<file path="src/design/lslcr_pkg.sv">
// Package with register map, field layout, reset values and lane modes for the lane config bank.
package lslcr_pkg;
    localparam int          DATA_W          = 16;
    localparam int          ADDR_W          = 16;
    localparam int          LANES           = 4;
    localparam logic [4:0]  DEV_ADDR        = 5'h1E;
    localparam logic [15:0] OFS_GLOBAL_CTRL = 16'h0001;
    localparam logic [15:0] OFS_LANE_CFG    = 16'h0007;
    localparam logic [15:0] OFS_POLARITY_EQ = 16'h0008;
    localparam logic [15:0] RST_LANE_CFG    = 16'hDC04;
    localparam logic [15:0] RST_POLARITY_EQ = 16'h000D;
    localparam int          GLOBAL_PD_BIT   = 15;
    localparam int          RSVD_HI_BIT     = 15;
    localparam int          SWING_MSB       = 14;
    localparam int          SWING_LSB       = 12;
    localparam int          LOS_BIT         = 11;
    localparam int          TX_EN_BIT       = 10;
    localparam int          TX_RATE_MSB     = 9;
    localparam int          TX_RATE_LSB     = 8;
    localparam int          DE_MSB          = 7;
    localparam int          DE_LSB          = 4;
    localparam int          RSVD_LO_BIT     = 3;
    localparam int          RX_EN_BIT       = 2;
    localparam int          RX_RATE_MSB     = 1;
    localparam int          RX_RATE_LSB     = 0;
    localparam logic [2:0]  SWING_RST       = 3'h5;
    localparam logic [3:0]  DE_RST          = 4'h0;
    localparam logic [1:0]  RATE_FULL       = 2'h0;
    localparam logic [1:0]  RATE_HALF       = 2'h1;
    localparam logic [1:0]  RATE_QUARTER    = 2'h2;
    localparam logic [1:0]  RATE_RSVD       = 2'h3;
    typedef enum logic [1:0] {
        LSLCR_MODE_4LANE,
        LSLCR_MODE_2LANE,
        LSLCR_MODE_1LANE,
        LSLCR_MODE_1G_KX
    } lslcr_mode_e;
endpackage

</file>
<file path="src/design/lslcr_regs.sv">
// Low-speed lane configuration register bank behind the management register port.
//
// Functional notes
// - Swing code bits 14:12, reset 101, driven out.
// - Bit 11 enables loss-of-signal detection, reset 1.
// - Bit 10 transmit lane enable, reset 1.
// - Powerdown pin or global bit forces transmit lanes off.
// - Reduced-lane modes force upper transmit lanes off.
// - Bits 9:8 transmit lane rate, reset 00.
// - De-emphasis code bits 7:4, reset 0000.
// - Bit 2 receive lane enable, reset 1.
// - Powerdown pin or global bit forces receive lanes off.
// - Reduced-lane modes force upper receive lanes off.
// - Bits 1:0 receive lane rate, reset 00.
`timescale 1ns/1ns
module lslcr_regs #(
    parameter int LANES = lslcr_pkg::LANES
) (
    input  wire logic                         core_clk_i,
    input  wire logic                         rst_i,
    input  wire logic                         reg_wr_i,
    input  wire logic                         reg_rd_i,
    input  wire logic [4:0]                   reg_dev_i,
    input  wire logic [lslcr_pkg::ADDR_W-1:0] reg_addr_i,
    input  wire logic [lslcr_pkg::DATA_W-1:0] reg_wdata_i,
    output logic      [lslcr_pkg::DATA_W-1:0] reg_rdata_o,
    output logic                              reg_rvalid_o,
    input  wire logic                         powerdown_pin_n_i,
    input  wire logic                         global_pd_i,
    input  wire lslcr_pkg::lslcr_mode_e       lane_mode_i,
    output logic      [2:0]                   tx_swing_code_o,
    output logic                              signal_loss_detect_en_o,
    output logic      [LANES-1:0]             tx_lane_enable_o,
    output logic      [1:0]                   tx_lane_rate_sel_o,
    output logic      [3:0]                   deemphasis_code_o,
    output logic      [LANES-1:0]             rx_lane_enable_o,
    output logic      [1:0]                   rx_lane_rate_sel_o,
    output logic      [lslcr_pkg::DATA_W-1:0] polarity_eq_o
);
    logic [lslcr_pkg::DATA_W-1:0] cfg_q;
    logic [lslcr_pkg::DATA_W-1:0] peq_q;
    logic [LANES-1:0]             mode_ok;
    logic                         pd_force;
    logic                         hit_dev;

    assign hit_dev  = (reg_dev_i == lslcr_pkg::DEV_ADDR);
    assign pd_force = !powerdown_pin_n_i || global_pd_i;

    // Configuration word; written whole, reserved bits stored as written.
    always_ff @(posedge core_clk_i) begin
        if (rst_i) begin
            cfg_q <= lslcr_pkg::RST_LANE_CFG;
        end else if (reg_wr_i && hit_dev && reg_addr_i == lslcr_pkg::OFS_LANE_CFG) begin
            cfg_q <= reg_wdata_i;
        end
    end

    always_ff @(posedge core_clk_i) begin
        if (rst_i) begin
            peq_q <= lslcr_pkg::RST_POLARITY_EQ;
        end else if (reg_wr_i && hit_dev && reg_addr_i == lslcr_pkg::OFS_POLARITY_EQ) begin
            peq_q <= reg_wdata_i;
        end
    end

    // Read data registered one cycle after the strobe; unmapped reads return zero.
    always_ff @(posedge core_clk_i) begin
        if (rst_i) begin
            reg_rdata_o  <= '0;
            reg_rvalid_o <= 1'b0;
        end else begin
            reg_rvalid_o <= reg_rd_i;
            if (reg_rd_i && hit_dev && reg_addr_i == lslcr_pkg::OFS_LANE_CFG) begin
                reg_rdata_o <= cfg_q;
            end else if (reg_rd_i && hit_dev && reg_addr_i == lslcr_pkg::OFS_POLARITY_EQ) begin
                reg_rdata_o <= peq_q;
            end else if (reg_rd_i) begin
                reg_rdata_o <= '0;
            end
        end
    end

    // Lanes allowed by the lane mode: lane 0 always, lane 1 only in 2- or 4-lane mode.
    genvar g;
    generate
        for (g = 0; g < LANES; g++) begin : g_lane
            if (g == 0) begin : g_l0
                assign mode_ok[g] = 1'b1;
            end else if (g == 1) begin : g_l1
                assign mode_ok[g] = (lane_mode_i == lslcr_pkg::LSLCR_MODE_4LANE) ||
                                    (lane_mode_i == lslcr_pkg::LSLCR_MODE_2LANE);
            end else begin : g_hi
                assign mode_ok[g] = (lane_mode_i == lslcr_pkg::LSLCR_MODE_4LANE);
            end
        end
    endgenerate

    // Enables are combined in flip-flops so the outputs stay registered.
    always_ff @(posedge core_clk_i) begin
        if (rst_i) begin
            tx_lane_enable_o <= '0;
            rx_lane_enable_o <= '0;
        end else begin
            tx_lane_enable_o <= (pd_force || !cfg_q[lslcr_pkg::TX_EN_BIT]) ? '0 : mode_ok;
            rx_lane_enable_o <= (pd_force || !cfg_q[lslcr_pkg::RX_EN_BIT]) ? '0 : mode_ok;
        end
    end

    assign tx_swing_code_o         = cfg_q[lslcr_pkg::SWING_MSB:lslcr_pkg::SWING_LSB];
    assign signal_loss_detect_en_o = cfg_q[lslcr_pkg::LOS_BIT];
    assign tx_lane_rate_sel_o      = cfg_q[lslcr_pkg::TX_RATE_MSB:lslcr_pkg::TX_RATE_LSB];
    assign deemphasis_code_o       = cfg_q[lslcr_pkg::DE_MSB:lslcr_pkg::DE_LSB];
    assign rx_lane_rate_sel_o      = cfg_q[lslcr_pkg::RX_RATE_MSB:lslcr_pkg::RX_RATE_LSB];
    assign polarity_eq_o           = peq_q;

    logic cfg_wr;
    assign cfg_wr = reg_wr_i && hit_dev && reg_addr_i == lslcr_pkg::OFS_LANE_CFG;

    // Decodes used only by the assertions; they repeat the bus decode on purpose.
    logic peq_wr;
    logic cfg_rd;
    logic peq_rd;
    logic stray_wr;
    logic stray_rd;

    assign peq_wr   = reg_wr_i && hit_dev && reg_addr_i == lslcr_pkg::OFS_POLARITY_EQ;
    assign cfg_rd   = reg_rd_i && hit_dev && reg_addr_i == lslcr_pkg::OFS_LANE_CFG;
    assign peq_rd   = reg_rd_i && hit_dev && reg_addr_i == lslcr_pkg::OFS_POLARITY_EQ;
    assign stray_wr = reg_wr_i && !cfg_wr && !peq_wr;
    assign stray_rd = reg_rd_i && !cfg_rd && !peq_rd;
endmodule

</file>
<file path="config.mk">
export PLATFORM = sky130hd
export DESIGN_NAME = lslcr_regs
export DESIGN_NICKNAME = d
export VERILOG_FILES = /design/src/design/lslcr_pkg.sv /design/src/design/lslcr_regs.sv
export SDC_FILE = /design/constraint.sdc
export NUM_CORES = 1
export LEC_CHECK = 0
export BUFFER_PORTS_ARGS = -buffer_cell sky130_fd_sc_hd__buf_2
export CAP_MARGIN = 30
export CORE_MARGIN = 4
export CORE_UTILIZATION = 25
export CTS_CLUSTER_SIZE = 8
export DETAILED_ROUTE_END_ITERATION = 10
export HOLD_SLACK_MARGIN = 0.05
export PLACE_DENSITY = 0.45
export SYNTH_ARGS = -nofsm -noshare
export SYNTH_HDL_FRONTEND = slang
export SYNTH_SLANG_ARGS = --single-unit
</file>
<file path="constraint.sdc">
create_clock -name core_clk_i -period 5 [get_ports core_clk_i]
set_input_delay 1 -clock core_clk_i [delete_from_list [all_inputs] [get_ports core_clk_i]]
set_output_delay 1 -clock core_clk_i [all_outputs]
set_load 0.01 [all_outputs]
</file>
==> out/results.ini <==
[outcome]
status=finished, final reports clean

[global_route]
grt_max_degree=45
track_usage=0.120
antenna_found_initial=0
grt_pass1_vias=2085
grt_pass1_wl_um=10900
gr-total-overflow=0

[sta]
fin_worst_skew_ns=0.0125
setup_tns_ns=0
setup_viol=0
drv_slew=0
rsz0062_at_grt=false
hold_viol=0
slew_headroom=0.599
tightest_slew_ns=0.602
period_share=0.582
finalCriticalPeriod_ns=2.91
fmax_mhz=344

[clocking]
cts_resized=0
cts_setup_buffers=0
clock_path_buffers=2
cts_hold_buf=0
cts_max_level=2
cts_sinks=55
cts_root_buffer=clkbuf_8
cts_buffers=5
cts_tree=built
clkTransAtPathRegs_ns=0.11
clock_latency_ns=0.31

[pwr]
p_int_mw=0.579
powerDensity_nw_per_um2=253
pwr-share-comb=0.088
power.leakage_nw=1.29
p_clk_frac=0.328
p_seq_frac=0.584
p_sw_frac=0.247
irDropWorstVdd_mv=0.114
power.net_switching_mw=0.190

[drt]
viasPerCell=4.33
drt_iter0_drc=27
drtAntennaViolNets=0
firstDrtPassIters=4
vias=2028
drc=0
wire_per_inst_um=14.3
wl_um=6690

[logic_synthesis]
synth-seq-cells=55
synthCells=262
synthXorXnorAreaFrac=0
synth_area_leaders=dfxtp_1 45%, mux2i_1 13%, nand2b_1 9.7%
yosysTopAreaCell=dfxtp_1
synth.cell_area_um2=2450
synth-seq-area-share=0.449
synth_top_flop_cell=dfxtp_1
synth_compound_area_frac=0.0571
ys_warn_count=0
synth_top_family_by_area=simple AND/OR/NAND/NOR gates
synth_edf_count=0
avgSynthCellArea_um2=9.36
synth_fa_ha_area_frac=0
muxShareOfSynthArea=0.131
postSynth.asyncResetShare=0
syn_nets=307
yosys.cell_types.count=25
synth-simple-area-share=0.278
yosysTopAreaCellShare=0.449

[worst_setup_path]
path_class=in -> reg
worstPathCellList=buf_2 > or4_1 > nor4_4 > buf_4 > and3_1 > buf_4 > mux2i_1
worstPathArrival_ns=3.15
cp_common_cell=buf_4
cp_max_fo=35
endpoint_kind=flip-flop
critPathSlowestCell=or4_1
cpPeakStageDelay_ns=0.56
start_kind=input pin
worstPathRequired_ns=5.24
worstSetupStartpoint=reg_addr_i[9]
r2r_start=polarity_eq_o[5]

[die]
boundaryPins=98
die_y_um=107
fp.dieArea_um2=11500
start_util=0.261
core.rowCount=35
die_w_um=107
core_um2=9420

[layout]
fillers=1004
area_growth_pct=23.8
nNetsFinal=383
final_cells=468
layout-drive-gt1-share=0.339
stdcell_area_um2=3040
antennaDiodeCount=0

[placed_design]
gp_congestion=0.731
post-place-cells=460
io_buffers=97
postPlaceCellArea_um2=2950
post-dp-hpwl_um=4800

[job]
drv_cap=0

[min_path]
worstHoldStart=cfg_q[15]
hold_class=reg -> reg

==> Yosys cell counts (2+ instances only) <==
cell	count
dfxtp_1	55
nand2b_1	38
nor2_1	35
mux2i_1	32
nand3_1	32
a311oi_1	16
buf_4	14
clkbuf_1	12
buf_2	5
nand2_1	4
and3_1	2
inv_1	2
nor3_1	2
or4_1	2
==> metal layers <==
layer | track usage | part of all wire | vias to the layer above
li1 | - | - | 1040
met1 | 0.157 | 0.46 | 924
met2 | 0.196 | 0.48 | 57
met3 | 0.0253 | 0.049 | 7
met4 | 0.0374 | 0.012 | 0
met5 | 0 | 0 | -
==> placed cells by master, fill, tap and decap left out <==
cell        count
a311oi_1       16
and3_1          2
buf_12          1
buf_2          97
buf_4           4
clkbuf_1        1
clkbuf_8        5
clkinvlp_4      1
dfxtp_1        55
inv_1           2
inv_6           1
mux2i_1        32
nand2_1         4
nand2b_1       38
nand3_1        32
nand3_2         1
nand4b_1        1
nor2_1         35
nor2b_1         1
nor3_1          2
nor3_2          1
nor3_4          1
nor3b_1         1
nor4_4          1
or4_1           2
or4_4           1
or4b_2          1
==> critical path, delay by kind of cell <==
family,cells,cell delay (ns)
simple gates,3,1.15
buf+inv,3,0.79
mux,1,0.22
==> stage by stage <==
step | hold slack (ns) | setup WS [ns] | total power [mW] | util
2_1_floorplan | 0.449 | 2.33 | 0.494 | -
3_3_place_gp | 0.463 | 1.79 | 0.527 | 0.311
3_5_place_dp | 0.474 | 1.74 | 0.529 | 0.313
4_1_cts | 0.499 | 2.06 | 0.782 | 0.323
5_1_grt | 0.509 | 1.95 | 0.813 | 0.323
6_report | 0.492 | 2.09 | 0.769 | 0.323
==> logic make-up after synthesis <==
family,after synthesis
compound gates,16
mux,32
simple gates,124
flops,55
buf+inv,35
==> sequential cells by signal (all words and copies together), names as in the netlist <==
| register | flops |
|---|---|
| cfg_q | 16 |
| polarity_eq_o | 16 |
| reg_rdata_o | 16 |
| rx_lane_enable_o | 3 |
| tx_lane_enable_o | 3 |
| reg_rvalid_o | 1 |
==> final cells by class <==
class | instances | area (µm²) | area share
clock buffer | 6 | 72.6 | 0.0239
clock inverter | 2 | 16.3 | 0.00535
timing repair buffer | 102 | 536 | 0.176
multi-input combinational | 172 | 1140 | 0.376
sequential | 55 | 1100 | 0.362
inverter | 2 | 7.51 | 0.00247
tap | 129 | 161 | 0.0531
==> final timing paths <==
kind | to | slack (ns) | cells past startpoint
max | cfg_q[15] | 2.09 | 7
min | reg_rdata_o[15] | 0.49 | 2
max reg2reg | reg_rdata_o[5] | 4.15 | 2
min reg2reg | reg_rdata_o[15] | 0.49 | 2
==> power groups by stage <==
| stage | combinational (mW) | sequential [mW] | clock, mW |
|---|---|---|---|
| final | 0.0676 | 0.449 | 0.252 |
| after global routing | 0.0768 | 0.451 | 0.285 |
| after global placement | 0.0671 | 0.460 | 0 |
| after floorplan | 0.0310 | 0.463 | 0 |
| after detailed placement | 0.0690 | 0.460 | 0 |
| after CTS | 0.0691 | 0.450 | 0.264 |
Power figures use the tool's default switching activity.
